[src/inc/sioa_params.svh]
// Constants for the slave I/O word allocator
// Function
// - Two, four or eight host words supported
// - Eight or four bits per node
// - Input and output node numbers independent
// - Eight-bit mode: node n in word n/2
// - Word group base follows mounting position; here the bases are fixed at SIOA_ADDR_IN0 and SIOA_ADDR_OUT0
// - Sixteen-bit slave pairs two nodes, one word
// - Four-bit slave uses low nibble of byte
// - Wide slaves in eight-bit mode take consecutive nodes from even
// - Overflowing slave excluded, link indicator dark
// - 32-bit connector slave takes four nodes
// - 16-bit connector slave as ordinary 16-bit
// - I/O valid after host cycle plus delay
// - No status-area words given to host
// - Two switch bits select word allocation
// - Third switch bit selects per-node size
// - Four-bit mode: nibble per node, byte pairs
`ifndef SIOA_PARAMS_SVH
`define SIOA_PARAMS_SVH
// Register indices on the host port
`define SIOA_ADDR_IN0      4'h0
`define SIOA_ADDR_OUT0     4'h4
`define SIOA_ADDR_STATUS   4'h8
`define SIOA_ADDR_MASK     4'h9
`define SIOA_ADDR_CONFIG   4'hA
// Status bit positions
`define SIOA_STS_EXCLUDED  0
`define SIOA_STS_VALID     1
`define SIOA_STS_W         2
// Allocation codes after switch decode
`define SIOA_ALLOC_2W      2'h0
`define SIOA_ALLOC_4W      2'h1
`define SIOA_ALLOC_8W      2'h2
// Startup delay
`define SIOA_CLK_KHZ       25000
`define SIOA_FAST_MS       118
`define SIOA_LONG_MS       720
`define SIOA_FAST_CYCLES   (`SIOA_FAST_MS * `SIOA_CLK_KHZ)
`define SIOA_LONG_CYCLES   (`SIOA_LONG_MS * `SIOA_CLK_KHZ)
`define SIOA_CNT_W         25
`endif

[src/inc/sioa_pkg.sv]
// Types for the slave I/O word allocator
package sioa_pkg;
	// Startup sequence states
	typedef enum logic [1:0] {
		ST_CAPTURE,
		ST_WAIT,
		ST_SYNC,
		ST_READY
	} sioa_state_e;
endpackage : sioa_pkg

[src/logic/sioa_word_allocator.sv]
// Slave I/O word allocator: places slave data into host input and output words
//
// The implementer's own choices: the register offsets and strobed register access.
`timescale 1ns/1ps
`include "sioa_params.svh"
module sioa_word_allocator #(
	parameter int unsigned FAST_CYCLES = `SIOA_FAST_CYCLES,
	parameter int unsigned LONG_CYCLES = `SIOA_LONG_CYCLES
) (
	input  wire logic        mclk,
	input  wire logic        rst_b,
	input  wire logic        swAllocLo,
	input  wire logic        swAllocHi,
	input  wire logic        swFourPoint,
	input  wire logic        swLongDist,
	input  wire logic        hostCycle,
	input  wire logic [3:0]  regAddr,
	input  wire logic [15:0] regWdata,
	input  wire logic        regWr,
	input  wire logic        regRd,
	output logic      [15:0] regRdata,
	input  wire logic        slvStb,
	input  wire logic        slvIsOut,
	input  wire logic [3:0]  slvNode,
	input  wire logic [6:0]  slvBits,
	input  wire logic [63:0] slvInData,
	output logic      [63:0] slvOutData,
	output logic      [63:0] slvDriveMask,
	output logic             slvAck,
	output logic             linkOkIndicator,
	output logic             ioValid,
	output logic             irq
);
	// First unit of a slave; wide slaves in byte mode snap to the even node
	function automatic logic [4:0] startUnit(input logic [3:0] node, input logic [6:0] bits,
		input logic mode4);
		if (!mode4 && bits >= 7'd16)
			return {1'b0, node[3:1], 1'b0};
		return {1'b0, node};
	endfunction : startUnit

	// Units occupied, rounded up; connector slaves follow the same count
	function automatic logic [4:0] unitCount(input logic [6:0] bits, input logic mode4);
		logic [7:0] u;
		u = mode4 ? ({1'b0, bits} + 8'd3) >> 2 : ({1'b0, bits} + 8'd7) >> 3;
		return u[4:0];
	endfunction : unitCount

	// Bit mask of len bits starting at off
	function automatic logic [63:0] placeMask(input logic [6:0] off, input logic [6:0] len);
		logic [63:0] m;
		m = '0;
		for (int i = 0; i < 64; i++)
			m[i] = (7'(i) >= off) && ({1'b0, 7'(i)} < {1'b0, off} + {1'b0, len});
		return m;
	endfunction : placeMask

	sioa_pkg::sioa_state_e stateQ;
	logic [1:0]                   allocCode_q;
	logic                         mode4_q;
	logic                         longMode_q;
	logic [`SIOA_CNT_W-1:0]       waitCnt_q;
	logic [63:0]                  inImg_q;
	logic [63:0]                  outImg_q;
	logic [`SIOA_STS_W-1:0]       sts_q;
	logic [`SIOA_STS_W-1:0]       mask_q;
	logic [3:0]                   chkNode_q;

	// Switch decode and area size
	wire logic [1:0]  allocDecode = swAllocHi ? `SIOA_ALLOC_8W :
		(swAllocLo ? `SIOA_ALLOC_4W : `SIOA_ALLOC_2W);
	wire logic [6:0]  areaBits    = (allocCode_q == `SIOA_ALLOC_8W) ? 7'd64 :
		((allocCode_q == `SIOA_ALLOC_4W) ? 7'd32 : 7'd16);
	wire logic [4:0]  areaUnits   = mode4_q ? areaBits[6:2] : {1'b0, areaBits[6:3]};

	// Placement of the slave currently on the strobe
	wire logic [4:0]  plStart  = startUnit(slvNode, slvBits, mode4_q);
	wire logic [6:0]  plLen    = (slvBits > 7'd64) ? 7'd64 : slvBits;
	wire logic [4:0]  plCount  = unitCount(plLen, mode4_q); // Clamped so the unit count cannot wrap
	wire logic [5:0]  plEnd    = {1'b0, plStart} + {1'b0, plCount};
	wire logic        plFits   = plEnd <= {1'b0, areaUnits};
	wire logic [6:0]  plOff    = mode4_q ? {plStart, 2'b00} : {plStart[3:0], 3'b000};
	wire logic [63:0] plMask   = placeMask(plOff, plLen);
	wire logic        isReady  = (stateQ == sioa_pkg::ST_READY);
	wire logic        accept   = slvStb && isReady && plFits;
	wire logic        accIn    = accept && !slvIsOut;
	wire logic        accOut   = accept && slvIsOut;
	wire logic        excluded = slvStb && isReady && !plFits;

	// Register port decode
	wire logic        wrOut    = regWr && (regAddr[3:2] == `SIOA_ADDR_OUT0 >> 2);
	wire logic        wrSts    = regWr && (regAddr == `SIOA_ADDR_STATUS);
	wire logic        wrMask   = regWr && (regAddr == `SIOA_ADDR_MASK);
	wire logic [63:0] outWrMask = {48'h0000_0000_0000, 16'hFFFF} << {regAddr[1:0], 4'b0000};
	wire logic [63:0] outWrData = {48'h0000_0000_0000, regWdata} << {regAddr[1:0], 4'b0000};
	wire logic [63:0] inSel     = inImg_q >> {regAddr[1:0], 4'b0000};
	wire logic [63:0] outSel    = outImg_q >> {regAddr[1:0], 4'b0000};

	// Read mux; only the in and out word groups and our control words exist
	logic [15:0] readMux;
	always_comb begin
		case (regAddr)
			4'h0, 4'h1, 4'h2, 4'h3: readMux = inSel[15:0];
			4'h4, 4'h5, 4'h6, 4'h7: readMux = outSel[15:0];
			`SIOA_ADDR_STATUS: readMux = {14'h0000, sts_q};
			`SIOA_ADDR_MASK:   readMux = {14'h0000, mask_q};
			`SIOA_ADDR_CONFIG: readMux = {11'h000, ioValid, longMode_q, mode4_q, allocCode_q};
			default:           readMux = 16'h0000;
		endcase
	end

	// Events: set wins over a write-one clear in the same cycle
	wire logic [`SIOA_STS_W-1:0] evt    = {(stateQ == sioa_pkg::ST_SYNC) && hostCycle, excluded};
	wire logic [`SIOA_STS_W-1:0] clrSts = wrSts ? regWdata[`SIOA_STS_W-1:0] : '0;
	wire logic [`SIOA_STS_W-1:0] sts_d  = (sts_q & ~clrSts) | evt;

	// Delay load chosen by the communication mode
	wire logic [`SIOA_CNT_W-1:0] waitLoad = swLongDist ? `SIOA_CNT_W'(LONG_CYCLES) :
		`SIOA_CNT_W'(FAST_CYCLES);

	// Startup: catch switches after reset, wait the delay, then one host cycle
	always_ff @(posedge mclk or negedge rst_b) begin
		if (!rst_b) begin
			stateQ      <= sioa_pkg::ST_CAPTURE;
			allocCode_q <= `SIOA_ALLOC_2W;
			mode4_q     <= 1'b0;
			longMode_q  <= 1'b0;
			waitCnt_q   <= '0;
		end else begin
			case (stateQ)
				sioa_pkg::ST_CAPTURE: begin
					allocCode_q <= allocDecode;
					mode4_q     <= swFourPoint;
					longMode_q  <= swLongDist;
					waitCnt_q   <= waitLoad;
					stateQ      <= sioa_pkg::ST_WAIT;
				end
				sioa_pkg::ST_WAIT: begin
					if (waitCnt_q <= `SIOA_CNT_W'(1))
						stateQ <= sioa_pkg::ST_SYNC;
					waitCnt_q <= waitCnt_q - `SIOA_CNT_W'(1);
				end
				sioa_pkg::ST_SYNC: begin
					if (hostCycle)
						stateQ <= sioa_pkg::ST_READY;
				end
				sioa_pkg::ST_READY: stateQ <= sioa_pkg::ST_READY;
				default:            stateQ <= sioa_pkg::ST_CAPTURE;
			endcase
		end
	end

	// Input image: only the slave's own bits change, the rest keep their values
	always_ff @(posedge mclk or negedge rst_b) begin
		if (!rst_b)
			inImg_q <= 64'h0000_0000_0000_0000;
		else if (accIn)
			inImg_q <= (inImg_q & ~plMask) | ((slvInData << plOff) & plMask);
	end

	// Output image written by the host word by word
	always_ff @(posedge mclk or negedge rst_b) begin
		if (!rst_b)
			outImg_q <= 64'h0000_0000_0000_0000;
		else if (wrOut)
			outImg_q <= (outImg_q & ~outWrMask) | outWrData;
	end

	// Answer to the slave side; bits outside the slave are not driven
	always_ff @(posedge mclk or negedge rst_b) begin
		if (!rst_b) begin
			slvOutData      <= 64'h0000_0000_0000_0000;
			slvDriveMask    <= 64'h0000_0000_0000_0000;
			slvAck          <= 1'b0;
			linkOkIndicator <= 1'b0;
			chkNode_q       <= 4'h0;
		end else begin
			slvAck       <= slvStb;
			slvOutData   <= accOut ? (outImg_q & plMask) >> plOff : 64'h0000_0000_0000_0000;
			slvDriveMask <= accOut ? plMask >> plOff : 64'h0000_0000_0000_0000;
			if (slvStb) begin
				linkOkIndicator <= accept;
				chkNode_q       <= slvNode;
			end
		end
	end

	// Status, mask, interrupt, validity and register read data
	always_ff @(posedge mclk or negedge rst_b) begin
		if (!rst_b) begin
			sts_q    <= '0;
			mask_q   <= '0;
			irq      <= 1'b0;
			ioValid  <= 1'b0;
			regRdata <= 16'h0000;
		end else begin
			sts_q    <= sts_d;
			if (wrMask)
				mask_q <= regWdata[`SIOA_STS_W-1:0];
			irq      <= |(sts_d & (wrMask ? regWdata[`SIOA_STS_W-1:0] : mask_q));
			ioValid  <= (stateQ == sioa_pkg::ST_READY) || ((stateQ == sioa_pkg::ST_SYNC) && hostCycle);
			regRdata <= regRd ? readMux : 16'h0000;
		end
	end

	// Views of the input image at the node last strobed
	wire logic [63:0] inByteChk = inImg_q >> {chkNode_q, 3'b000};
	wire logic [63:0] inWordChk = inImg_q >> {chkNode_q[3:1], 4'b0000};
	wire logic [63:0] inNibChk  = inImg_q >> {chkNode_q, 2'b00};
endmodule : sioa_word_allocator

[config.mk]
export PLATFORM = sky130hd
export DESIGN_NAME = sioa_word_allocator
export DESIGN_NICKNAME = d
export VERILOG_FILES = /design/src/inc/sioa_pkg.sv /design/src/logic/sioa_word_allocator.sv
export VERILOG_INCLUDE_DIRS = /design/src /design/src/inc
export SDC_FILE = /design/constraint.sdc
export NUM_CORES = 1
export LEC_CHECK = 0
export ABC_AREA = 0
export BUFFER_PORTS_ARGS = -buffer_cell sky130_fd_sc_hd__buf_2
export CORE_MARGIN = 4
export CORE_UTILIZATION = 45
export CTS_BUF_LIST = sky130_fd_sc_hd__clkbuf_16
export DETAILED_ROUTE_END_ITERATION = 10
export SLEW_MARGIN = 20
export SYNTH_ARGS = -nofsm -noshare
export SYNTH_HDL_FRONTEND = slang
export SYNTH_SLANG_ARGS = --single-unit
[constraint.sdc]
create_clock -name mclk -period 6.3 [get_ports mclk]
set_input_delay 0 -clock mclk [delete_from_list [all_inputs] [get_ports mclk]]
set_output_delay 0 -clock mclk [all_outputs]
set_load 0.01 [all_outputs]
==> impl_metrics.tcl, run 1 <==
set metrics [dict create \
    globalRouteTotalUtil_pct 42.68 \
    post_route_cells_drive_above_1_share_pct 20.95 \
    synth_enable_flop_cells 0 \
    final_util_pct 52.55 \
    totalWireLength_um 111200 \
    drt-vias-per-instance 7.036 \
    power.ir.vdd_worst_v 0.0002511 \
    setup_tns_ns 0 \
    cts_setup_buffers 0 \
    synth_cell_type_count 95 \
    yosys_most_used_dff "dfrtp_1" \
    critical_path.slowest_cell "o21ai_0" \
    total_die_area_um2 50500 \
    detailed_place.area_um2 23030 \
    yosys-top-cells-count "nand2_1, dfrtp_1, nor2_1" \
    dpl_worst_slack_ns 0.9215 \
    die_width_um 224.7 \
    cts.clk_slew.worst_paths_ns 0.06 \
    critPathRequiredTime_ns 6.73 \
    gp_congestion 1.143 \
    dp.final_hpwl_um 84100 \
    first_global_vias 21914 \
    avgSynthCellArea_um2 8.677 \
    n_fill_cell 4371 \
    largest_area_contributor_in_the_netlist "dfrtp_1" \
    route.detailed.drc 0 \
    critical_path.max_stage_delay_ns 0.79 \
    route.vias.total 23008 \
    routed_wire_length_per_instance_um 34.00 \
    grt_antenna_before_repair 5 \
    syn2layout_area_growth_pct 15.50 \
    synth.net_count 2560 \
    library_cell_with_the_highest_instance_count_after_synthesis "nand2_1" \
    postCtsResizedCells 0 \
    grt_max_degree 166 \
    timing.fmax_mhz 176.5 \
    ys_async_sr_fraction_pct 100.0 \
    clock_insertion_delay_worst_skew_ns 0.57 \
    cts_buffers 34 \
    power.density_cell_area_nw_per_um2 242.9 \
    clock_tree.htree_level_count 2 \
    critical_path_class "reg2reg" \
    final_setup_violating_endpoints 0 \
    grt_overflow 0 \
    number_of_top_level_pins 254 \
    finish.net_count 2762 \
    post-route-period-util_pct 89.94 \
    numClockSinks 311 \
    finish.instance_area_um2 24410 \
    worst_setup_path_end_kind "flip-flop" \
    ordered_list_of_cells_on_the_worst_path "nand2b_1 -> clkinv_1 -> ha_1 -> or4_1 -> nor2_1 -> o21a_1 -> buf_4 -> nand2_1 -> o21ai_0 -> a21oi_1 -> o211ai_1 -> o21ai_1" \
    cp_data_arrival_time_ns 6.09 \
    standard_cell_core_area_um2 46460 \
    worstHoldPathType "in2async" \
    rrSetupSlack_ns 0.63 \
    clockBufferDepth 3 \
    dieHeight_um 224.7 \
    floorplan.initialDensity_pct 45.50 \
    finalMaxSlewViolations 0 \
    drv.max_cap_violation_count 0 \
    timing.rr.start "mode4_q" \
    drt.antenna.violating_nets 0 \
    fin_crit_period_ns 5.666 \
    rows 79 \
    mappedNetlistArea_um2 21140 \
    clock-root-buffer "clkbuf_16" \
    cpLargestDelayFamily "compound AO/OA/AOI/OAI gates" \
    unrepaired_setup_endpoints_after_global_routing "false" \
    global_route_wire_length_before_repair_um 157400 \
    detailedRoute.firstIterationViolations 3675 \
    worstPathBufferInverterCount 2 \
    postLayoutSetupSlackWorst_ns 0.6338 \
    port_buffers 253 \
    outcome "completed" \
    synth_seq_cells 311 \
    synthesis.yosys.warnings 0 \
    setup.worst_path.start "mode4_q" \
    cp-start-kind "flip-flop" \
    synthesis.instances 2436 \
    final-hold-violation-count 0 \
    synth_seq_area_share_pct 36.82 \
    post-synth-top-area-fraction_pct 36.82 \
    cts_tree "done" \
    cts.hold.buffers_added 33 \
    timing.max_slew.rel_slack_pct 20.01 \
    worst_clk_skew_ns 0.03233 \
    yosys-top-cells-area "dfrtp_1, nand2_1, mux2i_1, mux2_2, a21oi_1" \
    power_leakage_uw 0.01087 \
    worst_pin_slew_ns 1.187 \
    drt_pre_antenna_iters 7 \
    worstPathMaxFanout 19 \
]
## metrics by stage
stage          cells  hold slack, ns  power [uW]
2_1_floorplan   2436         -0.2956        3097
3_3_place_gp    3176        0.005797        3889
3_5_place_dp    3176        0.006628        3888
4_1_cts         3266        0.003072        5826
5_1_grt         3269         0.04445        6062
6_report        3270        0.007220        5929
## routing by layer
layer  routed length, um  track usage (%)  up-vias  part of all wire, %
met5                  10            1.518        -               0.0090
met4                7825            22.91        2                  7.0
met3               14610            16.18      434                   13
met2               46630            62.49     1713                   42
met1               42100            54.76    11292                   38
li1                    -                -     9567                    -
## area by class of cell
class                           instances  area (um2)  area share [%]
Timing Repair Buffer                  363        2222           9.102
Sequential cell                       311        7782           31.88
Clock inverter                         22       163.9          0.6714
Multi-Input combinational cell       1904       12510           51.23
Clock buffer                           35       875.8           3.588
Tap cell                              607       759.5           3.111
Antenna cell                            4       10.01         0.04100
Inverter                               24       92.59          0.3793
## where the power goes
| group | total (uW) | internal (uW) | switching [uW] | leakage, uW |
|---|---|---|---|---|
| Combinational | 1640 | 502 | 1140 | 0.00620 |
| Sequential | 2360 | 2100 | 258 | 0.00414 |
| Clock | 1930 | 1090 | 839 | 0.000531 |
| Total | 5930 | 3690 | 2240 | 0.0109 |
## path summary, 6_finish.rpt
path,end,cells past startpoint
max in group asynchronous,asynchronous set/reset pin,3
min in group mclk,flip-flop,5
worst min register to register,flip-flop,1
worst max-delay path,slvDriveMask[6],12
worst min-delay path,slvOutData[27],2
worst max register to register,slvDriveMask[6],12
## cells in the final DEF (no fill, tap or decap), types with 12 or more instances in the layout
| cell type | instances |
|---|---|
| or2_2 | 12 |
| nand3_1 | 110 |
| dfrtp_1 | 311 |
| and3_1 | 25 |
| mux2_2 | 96 |
| dlygate4sd3_1 | 33 |
| nand2_1 | 317 |
| buf_2 | 252 |
| o211ai_1 | 34 |
| mux4_2 | 29 |
| o221ai_1 | 22 |
| a31oi_1 | 43 |
| a21oi_1 | 190 |
| o31ai_1 | 19 |
| o21ai_1 | 16 |
| a221oi_1 | 17 |
| a211oi_1 | 39 |
| clkbuf_16 | 35 |
| nand4_1 | 25 |
| ha_1 | 16 |
| o22ai_1 | 37 |
| inv_1 | 23 |
| and2_1 | 19 |
| a32oi_1 | 22 |
| mux2i_1 | 115 |
| a311oi_1 | 13 |
| o22a_1 | 20 |
| nor2_1 | 191 |
| nor3_1 | 48 |
| buf_4 | 74 |
| o21ai_0 | 168 |
| nor2b_1 | 20 |
| a22oi_1 | 31 |
## cell families (layout without fill, tap and decap cells)
logic type               Yosys count  after routing  synth area share (%)
buffers and inverters            221            444                 4.357
XOR/XNOR                          10             10                0.4499
other                              0              4                     0
adder cells (fa/ha/maj)           18             18                 1.136
flip-flops                       311            311                 36.82
AND/OR/NAND/NOR                  829            829                 17.94
multiplexers                     241            241                 13.70
AO/OA/AOI/OAI                    806            806                 25.60
Note: power is estimated with default switching activity, not from simulation.
==> run 2: changes to the inputs <==
- ABC_AREA: 0 -> 1
==> impl_metrics.tcl, run 2 <==
set metrics [dict create \
    syn2layout_area_growth_pct 15.34 \
    total_die_area_um2 49620 \
    power.density_cell_area_nw_per_um2 268.2 \
    yosys-top-cells-count "nand2_1, nand3_1, dfrtp_1" \
    power_leakage_uw 0.01212 \
    grt_overflow 0 \
    setup.worst_path.start "mode4_q" \
    worst_setup_path_end_kind "flip-flop" \
    totalWireLength_um 105700 \
    ys_async_sr_fraction_pct 100.0 \
    ordered_list_of_cells_on_the_worst_path "inv_2 -> o211ai_1 -> o21ai_0 -> ha_1 -> fa_1 -> a21o_1 -> a21oi_1 -> xor2_1 -> ha_1 -> and2_1 -> o22ai_1 -> nand2_1 -> inv_2 -> nand3_2 -> nor2_2 -> buf_4 -> inv_2 -> nor2_2 -> nand3_1 -> o21ai_1" \
    critical_path_class "reg2reg" \
    outcome "completed" \
    synth_seq_area_share_pct 37.50 \
    timing.fmax_mhz 183.1 \
    numClockSinks 311 \
    drv.max_cap_violation_count 0 \
    detailedRoute.firstIterationViolations 3620 \
    n_fill_cell 4546 \
    drt-vias-per-instance 6.306 \
    drt.antenna.violating_nets 0 \
    postCtsResizedCells 0 \
    clockBufferDepth 3 \
    termination_of_the_worst_setup_path "slvDriveMask[1]" \
    avgSynthCellArea_um2 6.715 \
    unrepaired_setup_endpoints_after_global_routing "false" \
    final_setup_violating_endpoints 0 \
    die_width_um 222.8 \
    worstPathMaxFanout 17 \
    synth_seq_cells 311 \
    library_cell_with_the_highest_instance_count_after_synthesis "nand2_1" \
    cts.clk_slew.worst_paths_ns 0.06 \
    port_buffers 253 \
    floorplan.initialDensity_pct 45.64 \
    finalMaxSlewViolations 0 \
    mappedNetlistArea_um2 20750 \
    post-synth-top-area-fraction_pct 37.50 \
    cp-start-kind "flip-flop" \
    cpLargestDelayFamily "simple AND/OR/NAND/NOR gates" \
    standard_cell_core_area_um2 45480 \
    rows 78 \
    gp_congestion 1.086 \
    most_common_cell_after_layout_fill_and_taps_aside "nand2_1" \
    rrSetupSlack_ns 0.84 \
    critical_path_cell_count 20 \
    clock-root-buffer "clkbuf_16" \
    yosys_most_used_dff "dfrtp_1" \
    dp.final_hpwl_um 79410 \
    first_global_vias 22845 \
    dieHeight_um 222.8 \
    synth_cell_type_count 55 \
    most_frequent_cells_in_the_layout "nand2_1, nand3_1, dfrtp_1, nor2_1, o21ai_0" \
    number_of_top_level_pins 254 \
    ff_latch_area_um2 7782 \
    cp_common_cell "inv_2" \
    finish.net_count 3396 \
    cp_data_arrival_time_ns 5.93 \
    largest_area_contributor_in_the_netlist "dfrtp_1" \
    worst_pin_slew_ns 1.041 \
    routed_wire_length_per_instance_um 27.12 \
    setup_tns_ns 0 \
    synthesis.instances 3091 \
    grt_antenna_before_repair 2 \
    regToRegEndpoint "slvDriveMask[1]" \
    drt_pre_antenna_iters 7 \
    rr_worst_depth 20 \
    timing.rr.start "mode4_q" \
    final-hold-violation-count 0 \
    grt_max_degree 167 \
    clock_insertion_delay_worst_skew_ns 0.57 \
    critical_path.slowest_cell "dfrtp_1" \
    power.ir.vdd_worst_v 0.0002428 \
    synth.net_count 3215 \
    cts_buffers 34 \
    critPathRequiredTime_ns 6.77 \
    final_util_pct 52.64 \
    route.vias.total 24574 \
    route.detailed.drc 0 \
    globalRouteTotalUtil_pct 41.26 \
    worstPathBufferInverterCount 4 \
    post_route_cells_drive_above_1_share_pct 12.89 \
    cts_tree "done" \
    worst_clk_skew_ns 0.03270 \
    worstHoldPathType "in2async" \
    fin_crit_period_ns 5.460 \
    synth_enable_flop_cells 0 \
    yosys-top-cells-area "dfrtp_1, nand2_1, nand3_1, o21ai_0, nor2_1" \
    multiInputGateArea_um2 11480 \
    global_route_wire_length_before_repair_um 154100 \
    timing.max_slew.rel_slack_pct 30.50 \
    cts_setup_buffers 0 \
    synthesis.yosys.warnings 0 \
    clock_tree.htree_level_count 2 \
    post-route-period-util_pct 86.67 \
    critical_path.max_stage_delay_ns 0.72 \
]
-- run 2: cell count changes in the layout (fill, tap and decap cells not counted), sizes merged, moves of 29 or more --
cell    delta
mux2      -91
nor2     +116
nand4     +89
inv      +177
a211oi    -39
o21ai    +151
nand3    +242
nor3      -37
mux2i    -105
mux4      -29
nand2    +520
-- run 2: worst min path at each step --
stage | start | to | slack, ns | depth (start not counted)
floorplan | rst_b | asynchronous set/reset pin | -0.30 | 0
global placement | rst_b | slvDriveMask[19] | 0.002 | 1
detailed placement | rst_b | slvDriveMask[16] | -0.002 | 1
CTS | slvInData[38] | flip-flop | 0.006 | 5
global route | rst_b | asynchronous set/reset pin | 0.07 | 2
finish | rst_b | asynchronous set/reset pin | 0.008 | 2
-- run 2: stage by stage --
| step | hold WS (ns) | power (uW) | setup slack, ns | instances | area, um2 |
|---|---|---|---|---|---|
| 3_3_place_gp | 0.002172 | 4242 | 1.128 | 3799 | 22440 |
| 2_1_floorplan | -0.2956 | 3412 | 1.922 | 3091 | 20750 |
| 5_1_grt | 0.06836 | 6643 | 0.6846 | 3896 | 23940 |
| 6_report | 0.007635 | 6420 | 0.8398 | 3897 | 23940 |
| 3_5_place_dp | -0.002291 | 4257 | 1.048 | 3799 | 22440 |
| 4_1_cts | 0.005696 | 6314 | 1.018 | 3896 | 23920 |
-- run 2: area by class of cell --
cell class,count,share of cell area (%)
multi-input combinational,2381,47.94
sequential,311,32.51
timing repair buffer,343,8.592
clock buffer,34,3.554
inverter,201,3.162
tap,600,3.136
clock inverter,26,1.098
antenna,1,0.01045
-- run 2: kinds of logic (layout without fill, tap and decap cells) --
| group | Yosys count | after routing | share of synthesized area, % |
|---|---|---|---|
| AO/OA/AOI/OAI | 667 | 667 | 17.95 |
| flip-flops | 311 | 311 | 37.50 |
| XOR/XNOR | 10 | 10 | 0.4220 |
| other | 0 | 1 | 0 |
| AND/OR/NAND/NOR | 1670 | 1670 | 34.60 |
| buffers and inverters | 399 | 604 | 7.572 |
| multiplexers | 16 | 16 | 0.8018 |
| adder cells (fa/ha/maj) | 18 | 18 | 1.157 |
-- run 2: power breakdown --
part | internal [uW] | switching [uW]
logic | 497 | 1500
registers | 2140 | 235
clock network | 1190 | 853
-- run 2: what timing repair did --
item                       CTS  global route
setup endpoints to repair    0             0
hold endpoints to repair   191             0
hold buffers                37             0
-- run 2: routing by layer --
layer,wire length (um),track usage (%),up-vias
met5,66,0,-
li1,-,-,10836
met4,6002,19.21,4
met2,44160,59.46,1754
met3,13850,13.26,329
met1,41620,56.52,11651
